<file path="src/logic/odo_pkg.sv">
// Constants and types for the operand data organization block
package odo_pkg;
   localparam int unsigned ODO_DATA_W      = 32;
   localparam int unsigned ODO_WORD_W      = 16;
   localparam int unsigned ODO_BYTE_W      = 8;
   localparam int unsigned ODO_NIBBLE_W    = 4;
   localparam int unsigned ODO_NUM_DREG    = 8;
   localparam int unsigned ODO_NUM_AREG    = 8;
   localparam int unsigned ODO_REG_IDX_W   = 3;
   localparam int unsigned ODO_BIT_IDX_W   = 5;
   localparam int unsigned ODO_ADDR_W      = 24;
   localparam logic [31:0] ODO_REG_RESET   = 32'h0000_0000;
   localparam logic [23:0] ODO_LONG_STEP   = 24'h00_0002;

   typedef enum logic [1:0] {
      ODO_SZ_BYTE = 2'b00,
      ODO_SZ_WORD = 2'b01,
      ODO_SZ_LONG = 2'b10,
      ODO_SZ_BIT  = 2'b11
   } odo_size_t;

   // How the operand register is located
   typedef enum logic [1:0] {
      ODO_LOC_FIELD    = 2'b00,
      ODO_LOC_EA       = 2'b01,
      ODO_LOC_IMPLIED  = 2'b10
   } odo_loc_t;

   typedef enum logic [1:0] {
      ODO_MS_IDLE  = 2'b00,
      ODO_MS_HI    = 2'b01,
      ODO_MS_LO    = 2'b10
   } odo_mstate_t;
endpackage : odo_pkg

</file>
<file path="src/logic/odo_mem_port.sv">
// Memory sequencer: byte lanes, alignment and long word split
`timescale 1ns/1ps
module odo_mem_port
   import odo_pkg::*;
(
   // Clock and reset
   input  wire logic                  clk_i,
   input  wire logic                  rst_i,
   // Request
   input  wire logic                  req_i,
   input  wire logic                  we_i,
   input  wire odo_size_t             size_i,
   input  wire logic [ODO_ADDR_W-1:0] addr_i,
   input  wire logic [31:0]           wdata_i,
   output logic                       busy_o,
   output logic                       done_o,
   output logic                       align_err_o,
   output logic [31:0]                rdata_o,
   // Word memory
   output logic                       mem_req_o,
   output logic                       mem_we_o,
   output logic [ODO_ADDR_W-1:0]      mem_addr_o,
   output logic [1:0]                 mem_be_o,
   output logic [15:0]                mem_wdata_o,
   input  wire logic [15:0]           mem_rdata_i
);
   odo_mstate_t           state, next_state;
   logic [ODO_ADDR_W-1:0] addr, next_addr;
   logic [31:0]           wdata, next_wdata, rdata, next_rdata;
   logic                  we, next_we, done, next_done, aerr, next_aerr;
   odo_size_t             size, next_size;
   logic                  mreq, next_mreq;

   always_comb begin
      next_state = state;
      next_addr  = addr;
      next_wdata = wdata;
      next_rdata = rdata;
      next_we    = we;
      next_size  = size;
      next_done  = 1'b0;
      next_aerr  = 1'b0;
      next_mreq  = 1'b0;
      unique case (state)
         ODO_MS_IDLE: begin
            if (req_i) begin
               // Odd address only legal for a byte
               if (addr_i[0] && size_i != ODO_SZ_BYTE) begin
                  next_aerr = 1'b1;
                  next_done = 1'b1;
               end else begin
                  next_addr  = addr_i;
                  next_wdata = wdata_i;
                  next_we    = we_i;
                  next_size  = size_i;
                  next_mreq  = 1'b1;
                  next_state = (size_i == ODO_SZ_LONG) ? ODO_MS_HI : ODO_MS_LO;
               end
            end
         end
         ODO_MS_HI: begin
            // High word at n, low word at n+2
            next_rdata[31:16] = mem_rdata_i;
            next_addr         = addr + ODO_LONG_STEP;
            next_mreq         = 1'b1;
            next_state        = ODO_MS_LO;
         end
         ODO_MS_LO: begin
            if (size == ODO_SZ_LONG) begin
               next_rdata[15:0] = mem_rdata_i;
            end else if (size == ODO_SZ_WORD) begin
               next_rdata = {16'h0000, mem_rdata_i};
            end else begin
               // Even byte is the high half
               next_rdata = {24'h00_0000,
                             addr[0] ? mem_rdata_i[7:0] : mem_rdata_i[15:8]};
            end
            next_done  = 1'b1;
            next_state = ODO_MS_IDLE;
         end
         default: next_state = ODO_MS_IDLE;
      endcase
   end

   always_ff @(posedge clk_i or posedge rst_i) begin
      if (rst_i) begin
         state <= ODO_MS_IDLE;
         addr  <= '0;
         wdata <= ODO_REG_RESET;
         rdata <= ODO_REG_RESET;
         we    <= 1'b0;
         size  <= ODO_SZ_BYTE;
         done  <= 1'b0;
         aerr  <= 1'b0;
         mreq  <= 1'b0;
      end else begin
         state <= next_state;
         addr  <= next_addr;
         wdata <= next_wdata;
         rdata <= next_rdata;
         we    <= next_we;
         size  <= next_size;
         done  <= next_done;
         aerr  <= next_aerr;
         mreq  <= next_mreq;
      end
   end

   assign busy_o      = (state != ODO_MS_IDLE);
   assign done_o      = done;
   assign align_err_o = aerr;
   assign rdata_o     = rdata;
   assign mem_req_o   = mreq;
   assign mem_we_o    = we & mreq;
   // Word address always even on the memory side
   assign mem_addr_o  = {addr[ODO_ADDR_W-1:1], 1'b0};
   assign mem_be_o    = (size == ODO_SZ_BYTE) ? (addr[0] ? 2'b01 : 2'b10) : 2'b11;
   always_comb begin
      if (size == ODO_SZ_LONG) begin
         mem_wdata_o = (state == ODO_MS_HI) ? wdata[31:16] : wdata[15:0];
      end else if (size == ODO_SZ_BYTE) begin
         mem_wdata_o = {wdata[7:0], wdata[7:0]};
      end else begin
         mem_wdata_o = wdata[15:0];
      end
   end
endmodule : odo_mem_port

</file>
<file path="src/logic/odo_core.sv">
// Operand data organization: data and address registers, BCD and memory
`timescale 1ns/1ps
// Behaviour
// - Byte is 8 bits, word is 16 bits, long word is 32 bits.
// - Size comes from instruction encoding or is implied; implied takes subset.
// - Data registers accept bit, byte, word and long operands.
// - Data register holds byte low 8, word low 16, long all 32.
// - Bit zero is least significant, bit 31 most significant.
// - Data register access uses and changes only the sized low portion.
// - Address registers and stack pointer are 32 bits, reject byte size.
// - Address register source gives low 16 bits for word, 32 for long.
// - Address register destination write updates all bits.
// - Word operation to address register sign-extends operands to 32 bits.
// - Bytes addressable; high byte at even address, low byte at odd.
// - Fetches and multibyte accesses only at even addresses.
// - Long at even n has its second word at n plus two.
// - Packed decimal stores two BCD digits per byte.
// - Operand located by register field, effective address, or implied register.
module odo_core
   import odo_pkg::*;
(
   // Clock and reset
   input  wire logic                     CLK_I,
   input  wire logic                     RST_I,
   // Operand size and location
   input  wire odo_size_t                SIZE_I,
   input  wire logic                     SIZE_EXPLICIT_I,
   input  wire logic [2:0]               SIZE_ALLOWED_I,
   input  wire odo_loc_t                 LOC_I,
   input  wire logic [ODO_REG_IDX_W-1:0] FIELD_REG_I,
   input  wire logic [ODO_REG_IDX_W-1:0] EA_REG_I,
   input  wire logic [ODO_REG_IDX_W-1:0] IMPL_REG_I,
   input  wire logic                     IS_ADDR_I,
   input  wire logic [ODO_BIT_IDX_W-1:0] BIT_NUM_I,
   // Register write
   input  wire logic                     WR_I,
   input  wire logic [31:0]              WDATA_I,
   // Register read
   output logic [31:0]                   RDATA_O,
   output logic                          RBIT_O,
   output logic                          SIZE_ERR_O,
   // Packed decimal
   input  wire logic [7:0]               BCD_BIN_I,
   output logic [7:0]                    BCD_PACK_O,
   output logic [3:0]                    BCD_HI_O,
   output logic [3:0]                    BCD_LO_O,
   // Memory request
   input  wire logic                     MREQ_I,
   input  wire logic                     MWE_I,
   input  wire logic [ODO_ADDR_W-1:0]    MADDR_I,
   output logic                          MBUSY_O,
   output logic                          MDONE_O,
   output logic                          MALIGN_ERR_O,
   output logic [31:0]                   MRDATA_O,
   // Word memory
   output logic                          MEM_REQ_O,
   output logic                          MEM_WE_O,
   output logic [ODO_ADDR_W-1:0]         MEM_ADDR_O,
   output logic [1:0]                    MEM_BE_O,
   output logic [15:0]                   MEM_WDATA_O,
   input  wire logic [15:0]              MEM_RDATA_I
);
   logic [31:0]              dreg [ODO_NUM_DREG];
   logic [31:0]              areg [ODO_NUM_AREG];
   logic [31:0]              next_dreg [ODO_NUM_DREG];
   logic [31:0]              next_areg [ODO_NUM_AREG];
   logic [ODO_REG_IDX_W-1:0] sel;
   logic                     size_ok;
   logic [31:0]              rd_raw;
   logic [31:0]              rdata, next_rdata;
   logic                     rbit, next_rbit, serr, next_serr;
   logic [7:0]               bcd, next_bcd;

   // Merge a sized value into the low portion of an old register value
   function automatic logic [31:0] odo_merge(input logic [31:0] old,
                                             input logic [31:0] val,
                                             input odo_size_t   sz);
      logic [31:0] r;
      r = old;
      unique case (sz)
         ODO_SZ_BYTE: r[ODO_BYTE_W-1:0] = val[ODO_BYTE_W-1:0];
         ODO_SZ_WORD: r[ODO_WORD_W-1:0] = val[ODO_WORD_W-1:0];
         ODO_SZ_LONG: r = val;
         ODO_SZ_BIT:  r = old;
      endcase
      return r;
   endfunction : odo_merge

   // Zero the bits above the operand size
   function automatic logic [31:0] odo_trim(input logic [31:0] val,
                                            input odo_size_t   sz);
      logic [31:0] r;
      unique case (sz)
         ODO_SZ_BYTE: r = {24'h00_0000, val[7:0]};
         ODO_SZ_WORD: r = {16'h0000, val[15:0]};
         ODO_SZ_LONG: r = val;
         ODO_SZ_BIT:  r = {31'h0000_0000, val[0]};
      endcase
      return r;
   endfunction : odo_trim

   // Operand register location
   always_comb begin
      unique case (LOC_I)
         ODO_LOC_FIELD:   sel = FIELD_REG_I;
         ODO_LOC_EA:      sel = EA_REG_I;
         ODO_LOC_IMPLIED: sel = IMPL_REG_I;
         default:         sel = FIELD_REG_I;
      endcase
   end

   // Implied byte, word and long sizes must be in the allowed subset; address regs refuse byte and bit
   always_comb begin
      size_ok = 1'b1;
      if (!SIZE_EXPLICIT_I && SIZE_I != ODO_SZ_BIT) begin
         size_ok = SIZE_ALLOWED_I[SIZE_I];
      end
      if (IS_ADDR_I && (SIZE_I == ODO_SZ_BYTE || SIZE_I == ODO_SZ_BIT)) begin
         size_ok = 1'b0;
      end
   end

   assign rd_raw = IS_ADDR_I ? areg[sel] : dreg[sel];

   always_comb begin
      for (int i = 0; i < ODO_NUM_DREG; i++) begin
         next_dreg[i] = dreg[i];
      end
      for (int i = 0; i < ODO_NUM_AREG; i++) begin
         next_areg[i] = areg[i];
      end
      if (WR_I && size_ok) begin
         if (IS_ADDR_I) begin
            // Whole register written; word source sign-extended
            next_areg[sel] = (SIZE_I == ODO_SZ_WORD)
                             ? {{16{WDATA_I[15]}}, WDATA_I[15:0]} : WDATA_I;
         end else if (SIZE_I == ODO_SZ_BIT) begin
            // Bit 0 is the LSB, bit 31 the MSB
            next_dreg[sel][BIT_NUM_I] = WDATA_I[0];
         end else begin
            // Only the sized low portion changes
            next_dreg[sel] = odo_merge(dreg[sel], WDATA_I, SIZE_I);
         end
      end
   end

   always_comb begin
      next_serr  = !size_ok;
      next_rbit  = dreg[sel][BIT_NUM_I];
      next_rdata = '0;
      if (size_ok) begin
         if (IS_ADDR_I) begin
            next_rdata = odo_trim(rd_raw, SIZE_I);
         end else if (SIZE_I == ODO_SZ_BIT) begin
            next_rdata = {31'h0000_0000, rd_raw[BIT_NUM_I]};
         end else begin
            next_rdata = odo_trim(rd_raw, SIZE_I);
         end
      end
   end

   // Two digits per byte, most significant in the upper nibble
   always_comb begin
      next_bcd = {4'((BCD_BIN_I / 8'd10) % 8'd10), 4'(BCD_BIN_I % 8'd10)};
   end

   always_ff @(posedge CLK_I or posedge RST_I) begin
      if (RST_I) begin
         for (int i = 0; i < ODO_NUM_DREG; i++) begin
            dreg[i] <= ODO_REG_RESET;
         end
         for (int i = 0; i < ODO_NUM_AREG; i++) begin
            areg[i] <= ODO_REG_RESET;
         end
         rdata <= ODO_REG_RESET;
         rbit  <= 1'b0;
         serr  <= 1'b0;
         bcd   <= 8'h00;
      end else begin
         for (int i = 0; i < ODO_NUM_DREG; i++) begin
            dreg[i] <= next_dreg[i];
         end
         for (int i = 0; i < ODO_NUM_AREG; i++) begin
            areg[i] <= next_areg[i];
         end
         rdata <= next_rdata;
         rbit  <= next_rbit;
         serr  <= next_serr;
         bcd   <= next_bcd;
      end
   end

   assign RDATA_O    = rdata;
   assign RBIT_O     = rbit;
   assign SIZE_ERR_O = serr;
   assign BCD_PACK_O = bcd;
   assign BCD_HI_O   = bcd[7:4];
   assign BCD_LO_O   = bcd[3:0];

   // Memory side takes the selected register as store data
   odo_mem_port u_mem (
      .clk_i       (CLK_I),
      .rst_i       (RST_I),
      .req_i       (MREQ_I),
      .we_i        (MWE_I),
      .size_i      (SIZE_I),
      .addr_i      (MADDR_I),
      .wdata_i     (rd_raw),
      .busy_o      (MBUSY_O),
      .done_o      (MDONE_O),
      .align_err_o (MALIGN_ERR_O),
      .rdata_o     (MRDATA_O),
      .mem_req_o   (MEM_REQ_O),
      .mem_we_o    (MEM_WE_O),
      .mem_addr_o  (MEM_ADDR_O),
      .mem_be_o    (MEM_BE_O),
      .mem_wdata_o (MEM_WDATA_O),
      .mem_rdata_i (MEM_RDATA_I)
   );
endmodule : odo_core

</file>
<file path="config.mk">
export PLATFORM = sky130hd
export DESIGN_NAME = odo_core
export DESIGN_NICKNAME = d
export VERILOG_FILES = /design/src/logic/odo_pkg.sv /design/src/logic/odo_mem_port.sv /design/src/logic/odo_core.sv
export SDC_FILE = /design/constraint.sdc
export NUM_CORES = 2
export LEC_CHECK = 0
export ABC_AREA = 0
export BUFFER_PORTS_ARGS = -buffer_cell sky130_fd_sc_hd__buf_2
export CAP_MARGIN = 10
export CORE_UTILIZATION = 53
export DETAILED_ROUTE_END_ITERATION = 16
export PLACE_DENSITY = 0.72
export SYNTH_ARGS = -nofsm -noshare
export SYNTH_HDL_FRONTEND = slang
export SYNTH_SLANG_ARGS = --single-unit
</file>
<file path="constraint.sdc">
create_clock -name CLK_I -period 27.5 [get_ports CLK_I]
set_clock_uncertainty 0.15 [all_clocks]
set_input_delay 6.875 -clock CLK_I [delete_from_list [all_inputs] [get_ports CLK_I]]
set_output_delay 6.875 -clock CLK_I [all_outputs]
set_load 0.01 [all_outputs]
</file>
==> out/summary.log <==
qor: sta.slew_headroom 0.167
qor: clock_network.hold_buf_cts 0
qor: logic_synthesis.multiplexer_area_fraction_after_synthesis 0.173
qor: final_layout.final_net_count 3399
qor: logic_synthesis.ys_warn_count 0
qor: route.antenna_violating_nets_post_route 0
qor: clock_network.clkSinkCount 650
qor: die.ios 237
qor: logic_synthesis.synthXorXnorAreaFrac 0.00241
qor: logic_synthesis.syn-mean-instance-area 10.3 sq um
qor: sta.report.final.hold_viol_count 0
qor: global_route.grt_antenna_before_repair 4
qor: clock_network.cts_max_path_buffers 3
qor: logic_synthesis.ys_types 87
qor: clock_network.worst_skew_pair.late_latency 0.64 ns
qor: worst_hold_path.hold_path_class reg -> reg
qor: power.proportion_of_power_drawn_by_combinational_gates 0.266
qor: power.switching_power 1.09 mW
qor: route.route.vias.total 27.4k
qor: placed_design.detail_placement_hpwl 74200 microns
qor: die.die-height 250 microns
qor: setup_path.worstSetupPathType in -> reg
qor: global_route.grt.overflow.total 0
qor: sta.min_period 11.92 ns
qor: clock_network.numCtsBuffers 73
qor: global_route.pin_count_of_the_biggest_net_entering_global_routing 193
qor: setup_path.start_kind primary input
qor: logic_synthesis.combinational_family_with_the_most_area_after_synthesis multiplexers
qor: clock_network.cts-resized-gates 0
qor: global_route.grt_pass1_wl 172000 microns
qor: clock_network.root_buffer_cell sky130_fd_sc_hd__clkbuf_16
qor: route.first_iter_violations 3246
qor: global_route.first_global_vias 27.2k
qor: logic_synthesis.synth_compound_gate_area_share 0.160
qor: clock_network.ctsHtreeMaxLevel 3
qor: setup_path.worst_ep_arrival_time 12.27 ns
qor: sta.worst_margin_slew 1.24 ns
qor: logic_synthesis.synthArstFlopShare 1.00
qor: final_layout.filler_cell_count 4969
qor: logic_synthesis.synth_fp_nets 3291
qor: final_layout.fin_cells 4119
qor: power.internal_power 2.23 mW
qor: sta.final.setup.tns 0 ns
qor: route.detailedRoute.firstPassIterationCount 6
qor: final_layout.final_layout_size_suffix_gt1_frac 0.271
qor: sta.number_of_max_slew_violations_in_the_final_report 0
qor: placed_design.place_ws 15.21 ns
qor: clock_network.clock_tree_from_tritoncts done
qor: power.seq_power_share 0.430
qor: logic_synthesis.yosys.area_share.adder 0.00414
qor: logic_synthesis.synth-edff-count 0
qor: sta.post_route_worst_hold_slack 0.327 ns
qor: sta.setup_ws 15.58 ns
qor: setup_path.worst_path_maximum_fanout 56
qor: sta.timing.final.setup_violations 0
qor: outcome.result_of_the_run finished clean
qor: sta.period_utilization 0.433
qor: setup_path.critical_path.endpoint_type flop
qor: power.power.static_leakage 16.4 nW
qor: power.p_per_area 90.5 nW/um^2
qor: route.drt-wirelength-per-cell 28.0 microns
qor: power.switching_share 0.328
qor: run.maxCapViolCount 0
qor: logic_synthesis.synth_sequential_area_ratio 0.498
qor: placed_design.numPortBuffers 235
qor: logic_synthesis.ys_ff_latch 650
qor: logic_synthesis.synthesis.instances 3173
qor: clock_network.path_clk_slew 0.06 ns
qor: die.initial_utilization 0.539
qor: route.totalWireLength 115000 microns
qor: die.die_area 62600 sq um
qor: final_layout.finalCoreUtilization 0.605
qor: power.vdd_drop_max 55.8 uV
qor: placed_design.place.gp.congestion 0.995
qor: setup_path.cp_data_required_time 27.85 ns
qor: logic_synthesis.syn_area 32700 sq um
qor: sta.rsz_0062_raised_after_global_routing no
qor: clock_network.cts_setup_buffers 0
qor: route.drc_errors 0
qor: sta.max_freq 83.9 MHz
qor: placed_design.dpl.cell_count 3987
qor: logic_synthesis.synth_ff_type sky130_fd_sc_hd__dfrtp_1
qor: final_layout.layout-area-overhead-vs-synth 12.2%
qor: placed_design.placedInstanceArea 34200 sq um
qor: die.core-area 60600 sq um
qor: power.clkPwrFrac 0.303
qor: logic_synthesis.synth_simple_gate_area_share 0.119
qor: die.num_rows 90
qor: global_route.total_routing_usage_reported_by_global_routing 0.367
qor: power.power 3.32 mW
qor: die.floorplan.die.width 250 microns
qor: route.viasPerCell 6.65
qor: final_layout.post-route-cell-area 36600 sq um
-- cell type report --
class / count / area [sq um] / share of cell area
tap: 782 / 978 / 0.0267
inverter: 29 / 116 / 0.00318
clock buffer: 107 / 2250 / 0.0615
antenna: 2 / 5.00 / 0.000137
multi-input combinational: 2231 / 15100 / 0.413
clock inverter: 22 / 224 / 0.00611
sequential: 650 / 16300 / 0.444
timing repair buffer: 296 / 1680 / 0.0457
-- flip-flops by register name, indices dropped and copies added (netlist names), 2 cells and up --
| register | count |
|---|---|
| u_mem.rdata_o | 32 |
| u_mem.addr | 24 |
| dreg | 256 |
| RDATA_O | 32 |
| areg | 256 |
| u_mem.state | 2 |
| BCD_PACK_O | 8 |
| u_mem.wdata | 32 |
| u_mem.size | 2 |
-- power by group through the flow --
| stage | registers [mW] | clock network, mW | logic, mW |
|---|---|---|---|
| after global placement | 1.42 | 0 | 0.830 |
| final | 1.43 | 1.01 | 0.883 |
| after detailed placement | 1.44 | 0 | 0.858 |
| after CTS | 1.42 | 1.01 | 0.863 |
| after floorplan | 1.40 | 0 | 0.591 |
| after global routing | 1.46 | 1.05 | 0.939 |
-- layout by cell type, fill, tap and decap left out, types with 24 or more instances in the layout --
cell                        instances
sky130_fd_sc_hd__inv_1             27
sky130_fd_sc_hd__nand2_1          253
sky130_fd_sc_hd__a22o_1            26
sky130_fd_sc_hd__a22oi_1           24
sky130_fd_sc_hd__nand3_1           60
sky130_fd_sc_hd__clkbuf_16         79
sky130_fd_sc_hd__buf_2            235
sky130_fd_sc_hd__a32oi_1           32
sky130_fd_sc_hd__buf_4             57
sky130_fd_sc_hd__o21ai_0          165
sky130_fd_sc_hd__a21oi_1          261
sky130_fd_sc_hd__nor2_1           467
sky130_fd_sc_hd__dfrtp_1          650
sky130_fd_sc_hd__and3_1            28
sky130_fd_sc_hd__mux2_2           422
sky130_fd_sc_hd__mux2i_1           66
sky130_fd_sc_hd__a221oi_1          34
sky130_fd_sc_hd__o22ai_1           65
-- Yosys cell counts, drive strengths merged (10+ instances only) --
cell type  number  area, sq um
a211oi         30          283
a21oi         262         1310
a221o          24          240
a221oi         37          354
a22o           26          228
a22oi          27          218
a311oi         13          114
a31oi          10         62.6
a32o           15          150
a32oi          33          297
and2           13         81.3
and3           29          181
buf           132          810
clkbuf        131          492
dfrtp         650        16300
ha             10          125
inv            28          105
mux2          422         4750
mux2i          66          661
mux4           11          248
nand2         257          972
nand2b         12         75.1
nand3          60          300
nor2          481         1820
nor2b          12         75.1
nor3           14         70.1
o211ai         12         95.1
o21ai         166          831
o22ai          66          419
-- cell families (layout without fill, tap and decap cells) --
logic type,count (synthesis),in the layout
AND/OR/NAND/NOR,920,920
AO/OA/AOI/OAI,791,791
flip-flops,650,650
multiplexers,499,499
buffers and inverters,292,454
adder cells (fa/ha/maj),11,11
XOR/XNOR,9,9
other,1,3
-- path summary, 6_finish.rpt --
check                                     start              end  slack, ns  cells after the start
worst max-delay path                   LOC_I[0]       RDATA_O[0]      15.58                     14
worst min-delay path            u_mem.wdata[23]  u_mem.wdata[23]       0.33                      2
worst max register to register          dreg[8]       RDATA_O[0]      24.31                      8
worst min register to register  u_mem.wdata[23]  u_mem.wdata[23]       0.33                      2
max in group asynchronous                 RST_I        areg[111]      18.41                      4
min in group asynchronous                 RST_I        dreg[156]       6.26                      2
-- worst max-delay path: stages --
cell,delay [ns]
sky130_fd_sc_hd__buf_2,0.09
sky130_fd_sc_hd__inv_1,0.04
sky130_fd_sc_hd__ha_1,0.47
sky130_fd_sc_hd__a221o_2,0.36
sky130_fd_sc_hd__buf_4,0.36
sky130_fd_sc_hd__nand2_2,0.74
sky130_fd_sc_hd__buf_4,0.68
sky130_fd_sc_hd__nor2_1,0.32
sky130_fd_sc_hd__a22o_1,0.29
sky130_fd_sc_hd__nor4_1,1.03
sky130_fd_sc_hd__o2bb2ai_1,0.45
sky130_fd_sc_hd__a211oi_1,0.18
sky130_fd_sc_hd__o22ai_1,0.20
sky130_fd_sc_hd__o31ai_1,0.10
-- routing by layer --
metal | part of all wire | GRT usage | up-vias | wire length (microns)
met1 | 0.38 | 0.480 | 13700 | 44400
met3 | 0.12 | 0.112 | 400 | 13600
li1 | - | - | 11600 | -
met4 | 0.057 | 0.189 | 4 | 6530
met5 | 0.00023 | 0 | - | 27
met2 | 0.44 | 0.551 | 1712 | 50900
No activity file was read; power rests on OpenSTA's default activity.
